--- config.mk ---
export PLATFORM = sky130hd
export DESIGN_NAME = timer_counter_8bit_autocapture
export DESIGN_NICKNAME = d
export VERILOG_FILES = /design/src/timer_counter_pkg.sv /design/src/count_source.sv /design/src/timer_counter_8bit_autocapture.sv
export SDC_FILE = /design/constraint.sdc
export NUM_CORES = 1
export LEC_CHECK = 0
export BUFFER_PORTS_ARGS = -buffer_cell sky130_fd_sc_hd__buf_2
export CORE_MARGIN = 2
export CORE_UTILIZATION = 35
export DETAILED_ROUTE_END_ITERATION = 10
export PLACE_DENSITY = 0.62
export SETUP_SLACK_MARGIN = 0.05
export SYNTH_ARGS = -nofsm -noshare
export SYNTH_HDL_FRONTEND = slang
export SYNTH_SLANG_ARGS = --single-unit
--- constraint.sdc ---
create_clock -name clk_sys -period 5.1 [get_ports clk_sys]
set_clock_uncertainty 0.05 [all_clocks]
set_input_delay 0.51 -clock clk_sys [delete_from_list [all_inputs] [get_ports clk_sys]]
set_output_delay 0.51 -clock clk_sys [all_outputs]
set_load 0.01 [all_outputs]
--- src/timer_counter_pkg.sv ---
// Shared constants and carrier types for the 8-bit timer/event counter.
// Assumes a 32-bit APB slave port and a single system clock domain.

`default_nettype none

package timer_counter_pkg;

	// ----------------------------------------------------------------
	// Bus widths and register indices (byte address is four times index)
	// ----------------------------------------------------------------
	localparam int          APB_DATA_W        = 32;
	localparam int          APB_ADDR_W        = 12;
	localparam logic [9:0]  IDX_TIMER_CONTROL = 10'h028;
	localparam logic [9:0]  IDX_EDGE_SELECT   = 10'h029;
	localparam logic [9:0]  IDX_COMPARE       = 10'h02A;
	localparam logic [9:0]  IDX_CAPTURE       = 10'h02B;
	localparam logic [9:0]  IDX_STATUS        = 10'h02C;

	// ----------------------------------------------------------------
	// Field positions
	// ----------------------------------------------------------------
	localparam int          CTRL_MODE_BIT     = 0;
	localparam int          CTRL_SRC_LSB      = 1;
	localparam int          CTRL_RUN_BIT      = 4;
	localparam int          CTRL_AUTO_CAPTURE_ENABLE_BIT     = 6;
	localparam int          EDGE_POL_BIT      = 0;

	// ----------------------------------------------------------------
	// Values after reset and encodings
	// ----------------------------------------------------------------
	localparam logic [7:0]  COMPARE_RESET     = 8'hFF;
	localparam logic [7:0]  CAPTURE_RESET     = 8'hFF;
	localparam logic        EDGE_POL_RESET    = 1'b0;
	localparam logic [2:0]  SRC_EXTERNAL      = 3'h7;
	localparam logic [2:0]  FS_LAST_CODE      = 3'h4;
	localparam logic        MODE_TIMER_EVENT  = 1'b0;
	localparam logic        MODE_CAPTURE      = 1'b1;
	localparam logic [7:0]  COUNT_TOP         = 8'hFF;

	// ----------------------------------------------------------------
	// Divider taps: code 000 divides by 2^FC_TAP_TOP (2^FS_TAP_TOP on the low-frequency path), each code one less
	// ----------------------------------------------------------------
	localparam int          PRESCALE_W        = 13;
	localparam int          FC_TAP_TOP        = 13;
	localparam int          FS_TAP_TOP        = 5;
	localparam int          FS_COUNT_W        = 5;

	typedef struct packed {
		logic       autoCaptureEnable;
		logic       runControl;
		logic [2:0] sourceClockSelect;
		logic       operatingModeSelect;
	} timer_control_t;

	typedef struct packed {
		logic tick;
		logic rise;
		logic fall;
	} source_events_t;

endpackage

`default_nettype wire

--- src/count_source.sv ---
// Count source: internal divider taps and edge detection on the event pin.
// Assumes the event pin and low-frequency clock are synchronous to clk_sys.

`timescale 1ns/100ps
`default_nettype none

module count_source
	import timer_counter_pkg::*;
(
	input  wire logic                            clk_sys,
	input  wire logic                            resetn,
	input  wire logic [2:0]                      sourceClockSelect,
	input  wire logic                            dividerTapSelect,
	input  wire logic                            lowFreqClock,
	input  wire logic                            eventInputPin,
	output var  timer_counter_pkg::source_events_t events
);

	logic [PRESCALE_W-1:0] prescale;
	logic [FS_COUNT_W-1:0] lowCount;
	logic                  lowLevel;
	logic                  lowPrev;
	logic                  pinLevel;
	logic                  pinPrev;
	logic                  lowRise;
	logic                  tickNow;

	// A tap fires once every 2^k counts: when the low k bits are all ones.
	function automatic logic tapDue(input logic [PRESCALE_W-1:0] cnt, input int k);
		logic [PRESCALE_W-1:0] mask;
		mask = PRESCALE_W'((1 << k) - 1);
		return &(cnt | ~mask);
	endfunction

	// ----------------------------------------------------------------
	// Prescalers
	// ----------------------------------------------------------------
	// The fast prescaler runs freely so tap phase never depends on start.
	always_ff @(posedge clk_sys or negedge resetn) begin
		if (!resetn) begin
			prescale <= '0;
			lowCount <= '0;
			lowLevel <= 1'b0;
			lowPrev  <= 1'b0;
		end else begin
			prescale <= prescale + PRESCALE_W'(1);
			lowLevel <= lowFreqClock;
			lowPrev  <= lowLevel;
			if (lowRise) begin
				lowCount <= lowCount + FS_COUNT_W'(1);
			end
		end
	end

	assign lowRise = lowLevel & ~lowPrev;

	// Tap selection; the low-frequency path serves only codes 000 to 100.
	always_comb begin
		tickNow = 1'b0;
		if (sourceClockSelect == SRC_EXTERNAL) begin
			tickNow = 1'b0;
		end else if (dividerTapSelect && sourceClockSelect <= FS_LAST_CODE) begin
			tickNow = lowRise && tapDue(PRESCALE_W'(lowCount), FS_TAP_TOP - int'(sourceClockSelect));
		end else begin
			tickNow = tapDue(prescale, FC_TAP_TOP - int'(sourceClockSelect));
		end
	end

	// ----------------------------------------------------------------
	// Event pin edges and registered event outputs
	// ----------------------------------------------------------------
	always_ff @(posedge clk_sys or negedge resetn) begin
		if (!resetn) begin
			pinLevel <= 1'b0;
			pinPrev  <= 1'b0;
			events   <= '0;
		end else begin
			pinLevel    <= eventInputPin;
			pinPrev     <= pinLevel;
			events.tick <= tickNow;
			events.rise <= pinLevel & ~pinPrev;
			events.fall <= ~pinLevel & pinPrev;
		end
	end

endmodule

`default_nettype wire

--- src/timer_counter_8bit_autocapture.sv ---
// 8-bit up-counting timer/event counter with compare, auto-capture and an
// edge-triggered capture mode, reached over APB.
// Assumes an APB master on clk_sys and synchronous pin inputs.
//
// Design decision made here: the APB register port.

`timescale 1ns/100ps
`default_nettype none

// What this block does
// (RQ1) One 8-bit counter, compare and capture registers.
// (RQ2) Run off stops and zeroes the counter.
// (RQ3) Codes 000-110 pick taps, 111 the pin.
// (RQ4) Mode bit picks timer/event or capture.
// (RQ5) Software changes mode and source only stopped.
// (RQ6) Software keeps compare above one.
// (RQ7) Software uses auto-capture outside capture mode.
// (RQ8) Control bits 5 and 7 read undefined.
// (RQ9) Software never writes compare while running.
// (RQ10) STOP entry clears run control.
// (RQ11) Edge bit 0 resets low, picks count edge.
// (RQ12) Capture mode: edge bit picks interrupt edge.
// (RQ13) Edge register bits 7 to 1 undefined.
// (RQ14) Timer match raises interrupt, clears, keeps counting.
// (RQ15) Auto-capture copies the live count continuously.
// (RQ16) Zero after a match is never auto-captured.
// (RQ17) Event mode counts selected pin edges.
// (RQ18) Event match detected on the opposite edge.
// (RQ19) Pin phases last longer than one cycle.
// (RQ20) Match interrupt is a one-cycle pulse.
module timer_counter_8bit_autocapture
	import timer_counter_pkg::*;
(
	input  wire logic                                   clk_sys,
	input  wire logic                                   resetn,
	input  wire logic                                   psel,
	input  wire logic                                   penable,
	input  wire logic                                   pwrite,
	input  wire logic [timer_counter_pkg::APB_ADDR_W-1:0] paddr,
	input  wire logic [timer_counter_pkg::APB_DATA_W-1:0] pwdata,
	input  wire logic [3:0]                             pstrb,
	output logic      [timer_counter_pkg::APB_DATA_W-1:0] prdata,
	output logic                                        pready,
	output logic                                        pslverr,
	input  wire logic                                   stopEntry,
	input  wire logic                                   dividerTapSelect,
	input  wire logic                                   lowFreqClock,
	input  wire logic                                   eventInputPin,
	output logic                                        matchInterrupt
);

	timer_control_t ctrl;
	source_events_t events;
	logic [7:0]     upCount;
	logic [7:0]     compareValue;
	logic [7:0]     captureValue;
	logic           edgePolarity;
	logic           setupPhase;
	logic           writeNow;
	logic           externalSource;
	logic           countEdge;
	logic           oppositeEdge;
	logic           matchHit;
	logic           countStep;

	// True when the word index of the bus address selects a register.
	function automatic logic regHit(input logic [APB_ADDR_W-1:0] addr, input logic [9:0] idx);
		return addr[APB_ADDR_W-1:2] == idx;
	endfunction

	// Read value of one register; undefined control and edge bits read zero.
	function automatic logic [APB_DATA_W-1:0] readValue(input logic [APB_ADDR_W-1:0] addr,
		input timer_control_t c, input logic pol, input logic [7:0] cmp,
		input logic [7:0] cap, input logic [7:0] cnt);
		logic [7:0] value;
		value = 8'h00;
		if (regHit(addr, IDX_TIMER_CONTROL)) begin
			value[CTRL_AUTO_CAPTURE_ENABLE_BIT]                  = c.autoCaptureEnable;
			value[CTRL_RUN_BIT]                   = c.runControl;
			value[CTRL_SRC_LSB +: 3]              = c.sourceClockSelect;
			value[CTRL_MODE_BIT]                  = c.operatingModeSelect;
		end else if (regHit(addr, IDX_EDGE_SELECT)) begin
			value[EDGE_POL_BIT]                   = pol;
		end else if (regHit(addr, IDX_COMPARE)) begin
			value                                 = cmp;
		end else if (regHit(addr, IDX_CAPTURE)) begin
			value                                 = cap;
		end else if (regHit(addr, IDX_STATUS)) begin
			value                                 = cnt;
		end
		return {24'h000000, value};
	endfunction

	// True for any of the five mapped word indices.
	function automatic logic mapped(input logic [APB_ADDR_W-1:0] addr);
		return regHit(addr, IDX_TIMER_CONTROL) || regHit(addr, IDX_EDGE_SELECT) ||
			regHit(addr, IDX_COMPARE) || regHit(addr, IDX_CAPTURE) ||
			regHit(addr, IDX_STATUS);
	endfunction

	// ----------------------------------------------------------------
	// Count sources
	// ----------------------------------------------------------------
	count_source u_source (
		.clk_sys           (clk_sys),
		.resetn            (resetn),
		.sourceClockSelect (ctrl.sourceClockSelect),
		.dividerTapSelect  (dividerTapSelect),
		.lowFreqClock      (lowFreqClock),
		.eventInputPin     (eventInputPin),
		.events            (events)
	);

	// ----------------------------------------------------------------
	// APB slave
	// ----------------------------------------------------------------
	// Setup phase prepares the answer so the access phase needs no wait.
	assign setupPhase = psel & ~penable;
	assign writeNow   = psel & penable & pready & pwrite & pstrb[0];

	// Read data and error are registered at setup, shown during access.
	always_ff @(posedge clk_sys or negedge resetn) begin
		if (!resetn) begin
			pready  <= 1'b0;
			pslverr <= 1'b0;
			prdata  <= '0;
		end else begin
			pready  <= setupPhase;
			pslverr <= setupPhase & ~mapped(paddr);
			if (setupPhase && !pwrite) begin
				prdata <= readValue(paddr, ctrl, edgePolarity, compareValue,
					captureValue, upCount); // RQ8 RQ13
			end
		end
	end

	// ----------------------------------------------------------------
	// Software registers
	// ----------------------------------------------------------------
	// STOP entry wins over a write in the same cycle so the timer halts.
	always_ff @(posedge clk_sys or negedge resetn) begin
		if (!resetn) begin
			ctrl <= '0;
		end else begin
			if (writeNow && regHit(paddr, IDX_TIMER_CONTROL)) begin
				ctrl.autoCaptureEnable   <= pwdata[CTRL_AUTO_CAPTURE_ENABLE_BIT];
				ctrl.runControl          <= pwdata[CTRL_RUN_BIT];
				ctrl.sourceClockSelect   <= pwdata[CTRL_SRC_LSB +: 3]; // RQ3
				ctrl.operatingModeSelect <= pwdata[CTRL_MODE_BIT]; // RQ4
			end
			if (stopEntry) begin
				ctrl.runControl <= 1'b0; // RQ10
			end
		end
	end

	// Edge polarity and compare; compare is trusted to be written stopped.
	always_ff @(posedge clk_sys or negedge resetn) begin
		if (!resetn) begin
			edgePolarity <= EDGE_POL_RESET; // RQ11
			compareValue <= COMPARE_RESET;
		end else begin
			if (writeNow && regHit(paddr, IDX_EDGE_SELECT)) begin
				edgePolarity <= pwdata[EDGE_POL_BIT];
			end
			if (writeNow && regHit(paddr, IDX_COMPARE)) begin
				compareValue <= pwdata[7:0]; // RQ9
			end
		end
	end

	// ----------------------------------------------------------------
	// Counting decisions
	// ----------------------------------------------------------------
	// The polarity bit picks the count edge; the other edge checks match.
	// In capture mode the same selected edge is the interrupt edge.
	assign externalSource = ctrl.sourceClockSelect == SRC_EXTERNAL; // RQ3
	assign countEdge      = edgePolarity ? events.fall : events.rise; // RQ11 RQ12
	assign oppositeEdge   = edgePolarity ? events.rise : events.fall;

	// Rise and fall never coincide, so match and count cannot collide in
	// event mode; the pin phases are relied on to outlast a cycle.
	always_comb begin
		matchHit  = 1'b0;
		countStep = 1'b0;
		if (!ctrl.runControl) begin
			matchHit  = 1'b0;
			countStep = 1'b0;
		end else if (ctrl.operatingModeSelect == MODE_TIMER_EVENT) begin
			if (externalSource) begin
				matchHit  = oppositeEdge && upCount == compareValue; // RQ18 RQ19
				countStep = countEdge; // RQ17
			end else begin
				matchHit  = events.tick && upCount == compareValue; // RQ14
				countStep = events.tick && !matchHit;
			end
		end else begin
			matchHit  = countEdge; // RQ12
			countStep = events.tick && !matchHit && upCount != COUNT_TOP;
		end
	end

	// ----------------------------------------------------------------
	// Up-counter and match interrupt
	// ----------------------------------------------------------------
	// The counter holds the compare value for a full source period, then
	// clears on the next tick, so a compare of 0 or 1 would misbehave.
	always_ff @(posedge clk_sys or negedge resetn) begin
		if (!resetn) begin
			upCount        <= 8'h00;
			matchInterrupt <= 1'b0;
		end else begin
			matchInterrupt <= matchHit; // RQ20
			if (!ctrl.runControl) begin
				upCount <= 8'h00; // RQ2
			end else if (matchHit) begin
				upCount <= 8'h00; // RQ14 RQ6
			end else if (countStep) begin
				upCount <= upCount + 8'h01; // RQ1
			end
		end
	end

	// ----------------------------------------------------------------
	// Capture register
	// ----------------------------------------------------------------
	// Auto-capture copies only incremented values, so the zero left by a
	// match never reaches the capture register.
	always_ff @(posedge clk_sys or negedge resetn) begin
		if (!resetn) begin
			captureValue <= CAPTURE_RESET;
		end else if (ctrl.operatingModeSelect == MODE_TIMER_EVENT) begin
			if (ctrl.autoCaptureEnable && countStep) begin
				captureValue <= upCount + 8'h01; // RQ15 RQ16 RQ7
			end
		end else if (ctrl.runControl && oppositeEdge) begin
			captureValue <= upCount;
		end
	end

	// ----------------------------------------------------------------
	// Checks
	// ----------------------------------------------------------------
	chk_stop_clears: // RQ2
	assert property (@(posedge clk_sys) disable iff (!resetn)
		!ctrl.runControl |=> upCount == 8'h00)
		else $error("Counter not zero while stopped.");

	chk_stop_entry: // RQ10
	assert property (@(posedge clk_sys) disable iff (!resetn)
		stopEntry |=> !ctrl.runControl ##1 upCount == 8'h00)
		else $error("STOP entry did not halt the timer.");

	chk_timer_match: // RQ14
	assert property (@(posedge clk_sys) disable iff (!resetn)
		ctrl.runControl && !externalSource && events.tick &&
		ctrl.operatingModeSelect == MODE_TIMER_EVENT && upCount == compareValue
		|=> matchInterrupt && upCount == 8'h00)
		else $error("Timer match did not clear and interrupt.");

	chk_match_pulse: // RQ20
	assert property (@(posedge clk_sys) disable iff (!resetn)
		$rose(matchInterrupt) |=> !matchInterrupt)
		else $error("Match interrupt wider than one cycle.");

	chk_event_count: // RQ17
	assert property (@(posedge clk_sys) disable iff (!resetn)
		ctrl.runControl && externalSource && countEdge && !stopEntry && !writeNow &&
		ctrl.operatingModeSelect == MODE_TIMER_EVENT
		|=> upCount == $past(upCount) + 8'h01)
		else $error("Selected pin edge not counted.");

	chk_event_match: // RQ18
	assert property (@(posedge clk_sys) disable iff (!resetn)
		ctrl.runControl && externalSource && oppositeEdge &&
		ctrl.operatingModeSelect == MODE_TIMER_EVENT && upCount == compareValue
		|=> matchInterrupt ##1 !matchInterrupt)
		else $error("Opposite edge at compare gave no interrupt.");

	chk_autocap_live: // RQ15
	assert property (@(posedge clk_sys) disable iff (!resetn)
		ctrl.autoCaptureEnable && countStep &&
		ctrl.operatingModeSelect == MODE_TIMER_EVENT
		|=> captureValue == upCount)
		else $error("Auto-capture missed the live count.");

	chk_autocap_zero: // RQ16
	assert property (@(posedge clk_sys) disable iff (!resetn)
		matchInterrupt && ctrl.operatingModeSelect == MODE_TIMER_EVENT
		|-> $stable(captureValue))
		else $error("Cleared zero was auto-captured.");

	chk_ctrl_undef: // RQ8
	assert property (@(posedge clk_sys) disable iff (!resetn)
		setupPhase && !pwrite && regHit(paddr, IDX_TIMER_CONTROL)
		|=> prdata[7] == 1'b0 && prdata[5] == 1'b0 && pready)
		else $error("Control read shows bits 7 or 5.");

	chk_capture_edge: // RQ12
	assert property (@(posedge clk_sys) disable iff (!resetn)
		ctrl.runControl && ctrl.operatingModeSelect == MODE_CAPTURE && countEdge
		|=> matchInterrupt && upCount == 8'h00)
		else $error("Capture edge gave no interrupt.");

endmodule

`default_nettype wire

Yosys cells after proc, flatten, opt, wreduce, memory -nomap -nowiden
Index checks and enable logic that the tools add are counted.
{ "word_totals": {"register_bits": 67, "output_inout_bits": 35, "wordCells": 111, "input_bits": 57} }
{ "op_classes": {"n_reduce_logical": 25, "n_eq_ne": 10, "n_addsub": 7, "mux": 27, "n_bitwise": 18, "shift": 2, "n_lt_le_gt_ge": 1} }
{ "op_table": {"columns": ["op", "n"], "rows": [
  ["8-bit 2-to-1 mux", 9],
  ["1-bit by 32-bit << shifter with 13-bit output, first input constant", 2],
  ["10-bit by 6-bit equality test with 1-bit output, second input constant", 5],
  ["13-bit inverter", 2],
  ["13-bit AND reduction", 2],
  ["13-bit by 2-bit subtractor with 13-bit output, second input constant", 2],
  ["1-bit 2-to-1 mux", 15],
  ["13-bit by 1-bit adder with 13-bit output, second input constant", 1],
  ["1-bit logical AND", 13],
  ["13-bit bitwise OR", 1],
  ["5-bit by 13-bit bitwise OR with 13-bit output", 1],
  ["5-bit 2-to-1 mux", 2],
  ["1-bit AND", 9],
  ["8-bit by 1-bit adder with 8-bit output, second input constant", 1],
  ["8-bit equality test", 1],
  ["8-bit != test, second input constant", 1],
  ["7-bit 2-to-1 mux", 1],
  ["5-bit by 1-bit adder with 5-bit output, second input constant", 1],
  ["1-bit inverter", 5],
  ["4-bit by 3-bit subtractor with 5-bit output, first input constant", 1],
  ["1-bit logical OR", 4],
  ["2-bit nonzero test", 2],
  ["3-bit by 3-bit subtractor with 4-bit output, first input constant", 1],
  ["3-bit equality test, second input constant", 1],
  ["other kinds (5)", 7]
]} }

Logic depth before layout (Yosys ltp)
Gate-level depths: netlist of run 1.
{ "depth": {"word_depth": 10, "mapped_depth": 8, "mapped_depth_nobuf": 7} }

Cells and area by module
From an unflattened synthesis of run 1, not the netlist that was laid out.
{ "unflattened": {"cells_unflattened": 403, "hier_area_um2": 4179.0} }
{ "modules_own_cells": {"columns": ["module", "cells_per_inst", "area_per_inst_um2", "n_inst"], "rows": [
  ["timer_counter_8bit_autocapture", 273, 2771.4, 1],
  ["count_source", 130, 1407.6, 1]
]} }

Worst setup path before layout of run 1
OpenSTA, ideal clock, no wires.
{ "synth_timing": {"path_kind": "reg2reg", "from": "register ctrl[2] (netlist name)", "to": "register u_source.events[2] (netlist name)", "path_buffers": 1, "setup_time_ps": 77, "path_stages_with_launch": 9, "setup_slack_ps": 2985, "synth_period_minus_slack_ps": 2115, "arrival_ps": 1988, "t_required_ps": 4973, "path_cell_list": "dfrtp_1 -> buf_6 -> inv_2 -> ha_1 -> nor4bb_1 -> or3_1 -> a21oi_1 -> or4_1 -> a21oi_1"} }
{ "synth_via": {"elab_chain_len": 9} }
{ "synth_lines": {"columns": ["item", "line_no", "text"], "rows": [
  ["3-bit by 3-bit subtractor with 4-bit output", "count_source.sv:63", "tickNow = lowRise && tapDue(PRESCALE_W'(lowCount), FS_TAP_TOP - int'(sourceClockSelect));"],
  ["1-bit by 32-bit << shifter with 13-bit output", "count_source.sv:31", "mask = PRESCALE_W'((1 << k) - 1);"],
  ["13-bit by 2-bit subtractor with 13-bit output", "count_source.sv:31", null],
  ["13-bit inverter", "count_source.sv:32", "return &(cnt | ~mask);"],
  ["5-bit by 13-bit bitwise OR with 13-bit output", "count_source.sv:32", null],
  ["13-bit AND reduction", "count_source.sv:32", null],
  ["1-bit logical AND", "count_source.sv:63", null],
  ["1-bit 2-to-1 mux", "count_source.sv:62", "end else if (dividerTapSelect && sourceClockSelect <= FS_LAST_CODE) begin"],
  ["1-bit 2-to-1 mux *", "count_source.sv:60", "if (sourceClockSelect == SRC_EXTERNAL) begin"],
  ["via u_source.tickNow", "count_source.sv:26", "logic tickNow;"]
]} }
The timed path passes the listed nets; every way through them passes the cells marked *.
A chain may end at the register's enable or synchronous reset.

Worst setup path in the final report of run 1
{ "layout_timing": {"from": "register ctrl[2] (netlist name)", "to": "register u_source.events[2] (netlist name)"} }
{ "layout_via": {"elab_chain_len": 9} }
{ "layout_lines": {"columns": ["item", "line_no"], "rows": [
  ["3-bit by 3-bit subtractor with 4-bit output", "count_source.sv:63"],
  ["1-bit by 32-bit << shifter with 13-bit output", "count_source.sv:31"],
  ["13-bit by 2-bit subtractor with 13-bit output", "count_source.sv:31"],
  ["13-bit inverter", "count_source.sv:32"],
  ["5-bit by 13-bit bitwise OR with 13-bit output", "count_source.sv:32"],
  ["13-bit AND reduction", "count_source.sv:32"],
  ["1-bit logical AND", "count_source.sv:63"],
  ["1-bit 2-to-1 mux", "count_source.sv:62"],
  ["1-bit 2-to-1 mux *", "count_source.sv:60"],
  ["via u_source.tickNow", "count_source.sv:26"]
]} }
Marks and branches as above.

==> flow_metrics.env, run 1 <==
export IMPL_synthArstFlopShare=1.00
export IMPL_dr_pass1_iters=4
export IMPL_hold_slack_ps=209
export IMPL_drt_iter0_drc=120
export IMPL_endpoint="u_source.events[2]"
export IMPL_vias=2765
export IMPL_syn_to_final_growth_pct=9.84
export IMPL_boundaryPins=92
export IMPL_worstSkewPairLatency_ps=350
export IMPL_outcome="complete, no violations"
export IMPL_post_dp_hpwl_um=5590
export IMPL_synth_top_cell_area_share=0.327
export IMPL_start_kind="register"
export IMPL_pre_cts_ws_ps=2580
export IMPL_htreeDepth=3
export IMPL_dieArea_um2=12000
export IMPL_synth_edff_count=0
export IMPL_fin_crit_ps=2550
export IMPL_via_per_inst=4.98
export IMPL_hold_viol_final=0
export IMPL_gr_usage_all_layers=0.144
export IMPL_worstHoldStart="eventInputPin"
export IMPL_r2r_end="u_source.events[2]"
export IMPL_cap_viol_max_count=0
export IMPL_endpoint_kind="register"
export IMPL_final_common_cell="dfrtp_1"
export IMPL_drcViolationCount=0
export IMPL_cp_arrival_ps=2770
export IMPL_worst_r2r_setup_slack_ps=2550
export IMPL_cts_buffers=9
export IMPL_port_buffers=38
export IMPL_start_util=0.360
export IMPL_die_height_um=110
export IMPL_finalNonFillerCells=555
export IMPL_gp_congestion=0.808
export IMPL_drive_gt1_frac=0.224
export IMPL_cts_sink_count=67
export IMPL_worstPathRequired_ps=5320
export IMPL_die_w_um=110
export IMPL_post_cts_buffers=0
export IMPL_final_nets=475
export IMPL_postLayoutCellArea_um2=4290
export IMPL_max_slew_margin=0.315
export IMPL_overflow=0
export IMPL_yosysTopAreaCell="dfrtp_1"
export IMPL_place_inst=539
export IMPL_grt_pass1_wl_um=13300
export IMPL_path_clk_slew_ps=80
export IMPL_r2r_cells=7
export IMPL_drv_slew=0
export IMPL_antenna_found_initial=0
export IMPL_routedWlPerCell_um=14.0
export IMPL_num_rows=38
export IMPL_final_setup_tns_ps=0
export IMPL_fin_ws_ps=2550
export IMPL_synth_warning_count=0
export IMPL_rsz0062_at_grt="no"
export IMPL_grt_pass1_vias=2686
export IMPL_post_cts_resized=0
export IMPL_diodes=0
export IMPL_cts_root_buffer="clkbuf_8"
export IMPL_peakVddDrop_mv=0.188
export IMPL_worstSetupPathType="reg -> reg"
export IMPL_p_leak_nw=1.87
export IMPL_timing_rr_start="ctrl[2]"
export IMPL_synth_distinct_cells=62
export IMPL_synth_main_ff_cell="dfrtp_1"
export IMPL_mostFrequentLayoutCells="dfrtp_1 (51), buf_2 (38), nand2_1 (25)"
export IMPL_hp_class="in -> reg"
export IMPL_clk_path_buf_depth=2
export IMPL_synth_area_um2=3900
export IMPL_powerDensity_nw_per_um2=273
export IMPL_timing_critical_path_fanout_max=12
export IMPL_cts_tree="done"
export IMPL_synth_seq_cells=67
export IMPL_ctsHoldBuffers=0
export IMPL_finalSetupViolCount=0
export IMPL_fmax_mhz=392
export IMPL_ys_seq_area_frac=0.434
export IMPL_syn_inst=378
export IMPL_worst_pin_slew_ps=1020
export IMPL_core_area_um2=10800
export IMPL_period_share=0.500
export IMPL_antenna_left=0
export IMPL_ys_top_cells_by_area="dfrtp_1 (33%), dfstp_2 (11%), mux2i_1 (4.9%), buf_4 (4.8%), xnor2_1 (3.8%)"
export IMPL_wl_um=7790
export IMPL_syn_avg_cell_area_um2=10.3
export IMPL_placed_area_um2=4070
export IMPL_cp_startpoint="ctrl[2]"
export IMPL_grt_max_degree=68
## Yosys cell counts, types with 3 or more instances
library cell   n
a21oi_1       17
a31oi_1        3
and3_1         3
buf_2          6
buf_4         25
buf_6          5
clkbuf_1       5
dfrtp_1       51
dfstp_2       16
ha_1           8
inv_1         15
mux2_1        10
mux2_2         3
mux2_4         6
mux2i_1       19
nand2_1       25
nand2b_1       8
nand3_1       16
nand4_1        5
nor2_1        23
nor2b_1        7
nor3_1         3
o21a_1         4
o21ai_0       13
o221ai_1       4
o22ai_1        4
o31ai_1        3
xnor2_1       17
xor2_1        15
## report_power, final
group | total [mW] | internal [mW] | leakage (nW) | switching [mW]
Sequential | 0.587 | 0.561 | 0.814 | 0.0252
Combinational | 0.0950 | 0.0428 | 0.948 | 0.0523
Clock | 0.488 | 0.276 | 0.106 | 0.212
## through the flow
stage                     utilization  power (mW)
final                           0.396        1.17
after global routing            0.396        1.22
after CTS                       0.396        1.19
after detailed placement        0.376       0.693
after global placement          0.376       0.691
after floorplan                     -       0.665
## routing by layer
metal	vias to the layer above	part of all wire	track usage
met1	1356	0.45	0.187
met3	7	0.057	0.0362
met5	-	0	0
li1	1329	-	-
met4	0	0.014	0.0542
met2	73	0.48	0.231
## worst min path at each step
stage	end	slack, ps	cells after the start
floorplan	ctrl[0]	160	0
global placement	u_source.lowPrev	310	0
detailed placement	u_source.lowPrev	310	0
CTS	u_source.pinLevel	200	1
global route	u_source.lowLevel	200	1
finish	u_source.pinLevel	210	1
## cell type report
class	instances	area, um2
fillers	1085	6550
multi-input cells	277	1940
clock inverters	6	90.1
well taps	140	175
clock buffers	10	128
inverters	16	60.1
repair buffers	39	198
flip-flops and latches	67	1700
## state kept, by name, summed over array words and instances (netlist names)
signal	cells
matchInterrupt	1
upCount	8
edgePolarity	1
compareValue	8
u_source.events	3
u_source.pinLevel	1
u_source.lowPrev	1
u_source.pinPrev	1
pready	1
u_source.lowLevel	1
pslverr	1
captureValue	8
u_source.prescale	13
u_source.lowCount	5
prdata	8
ctrl	6
## kinds of logic (layout without fill, tap and decap cells)
group	Yosys count	in the layout	synth area share
AND/OR/NAND/NOR	112	112	0.162
flip-flops	67	67	0.434
AO/OA/AOI/OAI	63	63	0.105
buffers and inverters	57	71	0.0904
multiplexers	38	38	0.109
XOR/XNOR	32	32	0.0718
adder cells (fa/ha/maj)	8	8	0.0256
other	1	24	0.000960
## critical path, cell delays in order, from the launching register on
cell	delay, ps
dfrtp_1	620
inv_2	110
ha_1	400
nor4bb_1	430
or3_1	170
a21oi_1	60
or4_1	500
a21oi_1	140
No activity file was read; power rests on OpenSTA's default activity.
==> run 2, diff against run 1 <==
--- a/config.mk
+++ b/config.mk
@@ -9,7 +9,7 @@
 export CORE_MARGIN = 2
 export CORE_UTILIZATION = 35
 export DETAILED_ROUTE_END_ITERATION = 10
-export PLACE_DENSITY = 0.62
+export PLACE_DENSITY = 0.64
 export SETUP_SLACK_MARGIN = 0.05
 export SYNTH_ARGS = -nofsm -noshare
 export SYNTH_HDL_FRONTEND = slang
==> constraint.sdc (replaced) <==
create_clock -name clk_sys -period 2.2 [get_ports clk_sys]
set_clock_uncertainty 0.05 [all_clocks]
set_input_delay 0.22 -clock clk_sys [delete_from_list [all_inputs] [get_ports clk_sys]]
set_output_delay 0.22 -clock clk_sys [all_outputs]
set_load 0.01 [all_outputs]
==> flow_metrics.env, run 2 (synthesized netlist as in run 1, its figures left out) <==
export IMPL_p_switching_mw=0.653
export IMPL_pwr_share_comb=0.086
export IMPL_cts_tree="done"
export IMPL_outcome="complete, no violations"
export IMPL_dr_pass1_iters=5
export IMPL_start_kind="register"
export IMPL_antenna_found_initial=0
export IMPL_fmax_mhz=471
export IMPL_final_nets=502
export IMPL_via_per_inst=5.04
export IMPL_dieArea_um2=12000
export IMPL_drv_slew=0
export IMPL_cp_startpoint="ctrl[2]"
export IMPL_cts_sink_count=67
export IMPL_worstSetupPathType="reg -> reg"
export IMPL_die_w_um=110
export IMPL_hold_depth=2
export IMPL_timing_critical_path_fanout_max=5
export IMPL_num_rows=38
export IMPL_worstSkewPairLatency_ps=340
export IMPL_drt_iter0_drc=94
export IMPL_start_util=0.360
export IMPL_drive_gt1_frac=0.287
export IMPL_cts_buffers=9
export IMPL_port_buffers=38
export IMPL_grt_pass1_wl_um=14300
export IMPL_fill_cells=1056
export IMPL_endpoint_kind="register"
export IMPL_path_clk_slew_ps=70
export IMPL_worst_pin_slew_ps=610
export IMPL_top_register="u_source.prescale"
export IMPL_final_common_cell="dfrtp_1"
export IMPL_powerDensity_nw_per_um2=593
export IMPL_antenna_left=0
export IMPL_gr_usage_all_layers=0.155
export IMPL_drcViolationCount=0
export IMPL_seq_power_share=0.497
export IMPL_diodes=0
export IMPL_peakVddDrop_mv=0.491
export IMPL_cap_viol_max_count=0
export IMPL_timing_rr_start="ctrl[2]"
export IMPL_overflow=0
export IMPL_placed_area_um2=4260
export IMPL_post_dp_hpwl_um=6330
export IMPL_max_slew_margin=0.592
export IMPL_finalSetupViolCount=0
export IMPL_fin_crit_ps=2120
export IMPL_report_power_total_mw=2.73
export IMPL_mostFrequentLayoutCells="dfrtp_1 (49), buf_2 (38), nand2_1 (25)"
export IMPL_grt_max_degree=32
export IMPL_rsz0062_at_grt="yes"
export IMPL_wl_um=8530
export IMPL_syn_to_final_growth_pct=18.1
export IMPL_switching_share=0.239
export IMPL_hp_class="in -> reg"
export IMPL_hold_viol_final=0
export IMPL_clk_path_buf_depth=2
export IMPL_routedWlPerCell_um=14.7
export IMPL_p_int_mw=2.08
export IMPL_r2r_cells=7
export IMPL_clock_power_share=0.417
export IMPL_p_leak_nw=2.03
export IMPL_boundaryPins=92
export IMPL_grt_pass1_vias=3014
export IMPL_multi_input_area_um2=2020
export IMPL_gp_congestion=0.848
export IMPL_vias=2932
export IMPL_htreeDepth=3
export IMPL_period_share=0.965
export IMPL_worstHoldStart="pwdata[7]"
export IMPL_cp_arrival_ps=2340
export IMPL_seqCellArea_um2=1700
export IMPL_largest_reg_flops=13
export IMPL_die_height_um=110
export IMPL_cts_root_buffer="clkbuf_8"
export IMPL_postLayoutCellArea_um2=4610
export IMPL_core_area_um2=10800
export IMPL_worstPathRequired_ps=2410
run 2: path summary, 6_finish.rpt:
| path | end | slack (ps) |
|---|---|---|
| min in group asynchronous | prdata[7] | 350 |
| setup / recovery | u_source.events[2] | 80 |
| hold / removal | compareValue[7] | 60 |
| hold reg to reg | u_source.lowPrev | 340 |
| max in group asynchronous | u_source.prescale[5] | 1120 |
| setup reg to reg | u_source.events[2] | 80 |
run 2: power groups by stage:
stage | sequential [mW] | combinational, mW | clock, mW
after detailed placement | 1.38 | 0.233 | 0
after global routing | 1.37 | 0.269 | 1.21
after CTS | 1.36 | 0.238 | 1.17
final | 1.36 | 0.235 | 1.14
after floorplan | 1.38 | 0.162 | 0
after global placement | 1.38 | 0.225 | 0
run 2: worst max-delay path, stage by stage, from the launching register on:
cell and delay, ps:
dfrtp_1 430, inv_2 80, ha_4 170, inv_1 70
o221ai_1 120, or4b_1 510, or4_1 480, a21oi_1 140
run 2: final cells by class:
class,instances,share of cell area
timing repair buffer,66,0.0944
clock inverter,4,0.0160
inverter,16,0.0130
clock buffer,12,0.0315
tap,140,0.0380
multi-input combinational,277,0.439
sequential,67,0.368
run 2: timing repair:
| item | CTS | global route |
|---|---|---|
| setup buffers | 1 | 0 |
| resized for setup | 4 | 11 |
| hold buffers | 4 | 0 |
| setup endpoints to repair | 9 | 13 |
| pin swaps | 0 | 1 |
| endpoints found under the hold margin | 17 | 0 |
run 2: per-layer routing:
metal,vias up,track usage,share of wire
met2,102,0.261,0.50
met5,-,0,0
li1,1383,-,-
met1,1439,0.195,0.43
met4,0,0.0380,0.0089
met3,8,0.0480,0.060
run 2: stage by stage:
| stage | utilization | cells | setup WS (ps) | hold WS (ps) | TNS [ps] |
|---|---|---|---|---|---|
| 3_3_place_gp | 0.393 | 561 | 21.1 | 187 | 0 |
| 3_5_place_dp | 0.393 | 561 | 22.4 | 192 | 0 |
| 5_1_grt | 0.426 | 582 | -7.53 | 51.2 | -7.53 |
| 4_1_cts | 0.420 | 582 | 30.4 | 39.4 | 0 |
| 2_1_floorplan | - | 401 | 85.0 | -126 | 0 |
| 6_report | 0.426 | 582 | 76.0 | 55.5 | 0 |
==> run 3, diff against run 2 <==
--- a/config.mk
+++ b/config.mk
@@ -9,7 +9,8 @@
 export CORE_MARGIN = 2
 export CORE_UTILIZATION = 35
 export DETAILED_ROUTE_END_ITERATION = 10
-export PLACE_DENSITY = 0.64
+export HOLD_SLACK_MARGIN = 0.06
+export PLACE_DENSITY = 0.62
 export SETUP_SLACK_MARGIN = 0.05
 export SYNTH_ARGS = -nofsm -noshare
 export SYNTH_HDL_FRONTEND = slang
==> constraint.sdc (replaced) <==
create_clock -name clk_sys -period 2 [get_ports clk_sys]
set_clock_uncertainty 0.05 [all_clocks]
set_input_delay 0.2 -clock clk_sys [delete_from_list [all_inputs] [get_ports clk_sys]]
set_output_delay 0.2 -clock clk_sys [all_outputs]
set_load 0.01 [all_outputs]
==> flow_metrics.env, run 3 (synthesized netlist as in run 1, its figures left out) <==
export IMPL_start_util=0.360
export IMPL_rsz0062_at_grt="yes"
export IMPL_peakVddDrop_mv=0.519
export IMPL_boundaryPins=92
export IMPL_die_w_um=110
export IMPL_finalSetupViolCount=1
export IMPL_pre_cts_ws_ps=-92.7
export IMPL_hp_class="in -> reg"
export IMPL_drive_gt1_frac=0.370
export IMPL_cp_num_buf_inv=2
export IMPL_cts_sink_count=67
export IMPL_clk_path_buf_depth=2
export IMPL_gr_usage_all_layers=0.163
export IMPL_pwr_share_comb=0.089
export IMPL_cap_viol_max_count=0
export IMPL_worstSetupPathType="reg -> reg"
export IMPL_crit_path_top_delay_cell="or4b_1"
export IMPL_fin_crit_ps=2010
export IMPL_drv_slew=0
export IMPL_cts_buffers=9
export IMPL_worstPathRequired_ps=2230
export IMPL_htreeDepth=3
export IMPL_worst_pin_slew_ps=531
export IMPL_p_switching_mw=0.730
export IMPL_drt_iter0_drc=120
export IMPL_p_int_mw=2.33
export IMPL_fmax_mhz=498
export IMPL_violations="negative setup slack"
export IMPL_grt_pass1_wl_um=14800
export IMPL_final_common_cell="dfrtp_1"
export IMPL_die_height_um=110
export IMPL_crit_chain="inv_4, ha_4, inv_2, o221ai_1, or4b_1, or4_1, a21oi_1"
export IMPL_cp_arrival_ps=2240
export IMPL_final_util=0.467
export IMPL_path_clk_slew_ps=70
export IMPL_grt_max_degree=31
export IMPL_antenna_found_initial=0
export IMPL_endpoint_kind="register"
export IMPL_cts_tree="done"
export IMPL_timing_critical_path_fanout_max=5
export IMPL_overflow=0
export IMPL_cp_slowest_stage_delay_ps=500
export IMPL_cp_top_family="simple AND/OR/NAND/NOR gates"
export IMPL_worst_r2r_setup_slack_ps=-8
export IMPL_gp_congestion=0.849
export IMPL_via_per_inst=4.80
export IMPL_worstSkewPairLatency_ps=350
export IMPL_dieArea_um2=12000
export IMPL_mostFrequentLayoutCells="dfrtp_1 (48), buf_4 (45), buf_2 (38)"
export IMPL_start_kind="register"
export IMPL_largest_reg_flops=13
export IMPL_syn_to_final_growth_pct=29.5
export IMPL_final_nets=538
export IMPL_routedWlPerCell_um=14.9
export IMPL_fin_ws_ps=-7.64
export IMPL_dr_pass1_iters=4
export IMPL_clock_power_share=0.423
export IMPL_period_share=1.00
export IMPL_powerDensity_nw_per_um2=605
export IMPL_port_buffers=38
export IMPL_wl_um=9220
export IMPL_grt_pass1_vias=2999
export IMPL_diodes=0
export IMPL_cts_root_buffer="clkbuf_8"
export IMPL_switching_share=0.239
export IMPL_drcViolationCount=0
export IMPL_vias=2966
export IMPL_outcome="complete, but fails checks"
export IMPL_num_rows=38
export IMPL_seq_power_share=0.488
export IMPL_max_slew_margin=0.644
export IMPL_report_power_total_mw=3.06
export IMPL_top_register="u_source.prescale"
export IMPL_antenna_left=0
export IMPL_final_setup_tns_ps=-7.64
export IMPL_p_leak_nw=2.22
export IMPL_core_area_um2=10800
export IMPL_hold_viol_final=0
export IMPL_post_dp_hpwl_um=6740
[run 3: cell types whose count changed in the layout (fill, tap and decap cells not counted), moves of 2 or more]
| cell | delta |
|---|---|
| a21oi_1 | -6 |
| a21oi_2 | +6 |
| buf_4 | +23 |
| buf_6 | +4 |
| dlygate4sd3_1 | +9 |
| nand2_1 | -2 |
| nand2_2 | +2 |
| nand2b_1 | -2 |
| nand2b_4 | +2 |
| xor2_1 | -4 |
| xor2_2 | +4 |
[run 3: metal layers]
metal	vias to the layer above	GRT usage	routed length, um
li1	1447	-	-
met1	1437	0.204	4070
met3	11	0.0368	447
met5	-	0	0
met4	0	0.0615	112
met2	71	0.275	4590
[run 3: final timing paths]
check | from | endpoint | depth (start not counted)
max | ctrl[2] | u_source.events[2] | 7
min | pwdata[0] | ctrl[0] | 3
max reg2reg | ctrl[2] | u_source.events[2] | 7
min reg2reg | u_source.lowLevel | u_source.lowPrev | 0
max in group asynchronous | resetn | compareValue[5] | 3
min in group asynchronous | resetn | prdata[7] | 2
[run 3: per-stage QoR]
step                      cell area [um2]  std cells  hold slack (ps)
after global routing                 5060        618             76.8
after detailed placement             4430        580             54.7
after floorplan                      4030        401             -146
after global placement               4430        580             51.0
final                                5060        618             72.6
after CTS                            4940        616             65.8
[run 3: what timing repair did]
| item | in CTS | in global routing |
|---|---|---|
| setup buffers | 7 | 1 |
| hold endpoints to repair | 26 | 0 |
| gates resized for setup | 17 | 24 |
| endpoints found under the setup margin | 17 | 18 |
| pin swaps | 7 | 9 |
| hold buffers | 13 | 0 |
| cloned | 0 | 1 |
[run 3: power groups by stage]
stage	registers, mW	clock network (mW)	logic, mW
6_report	1.49	1.29	0.273
5_1_grt	1.50	1.38	0.315
4_1_cts	1.49	1.32	0.277
3_5_place_dp	1.52	0	0.258
3_3_place_gp	1.52	0	0.248
2_1_floorplan	1.52	0	0.179
[run 3: area by class of cell]
type / count / area, um2
timing repair buffer: 102 / 743
sequential: 67 / 1700
fill: 1036 / 5780
clock inverter: 4 / 72.6
tap: 140 / 175
clock buffer: 12 / 155
inverter: 16 / 62.6
multi-input combinational: 277 / 2150
[run 3: worst register-to-register path, delay by kind of cell (launching register included)]
| kind | cells | cell delay, ps |
|---|---|---|
| buffers and inverters | 2 | 110 |
| AOI/OAI and AO/OA | 2 | 240 |
| adders and majority gates | 1 | 170 |
| DFF | 1 | 460 |
| and+or+nand+nor | 2 | 920 |
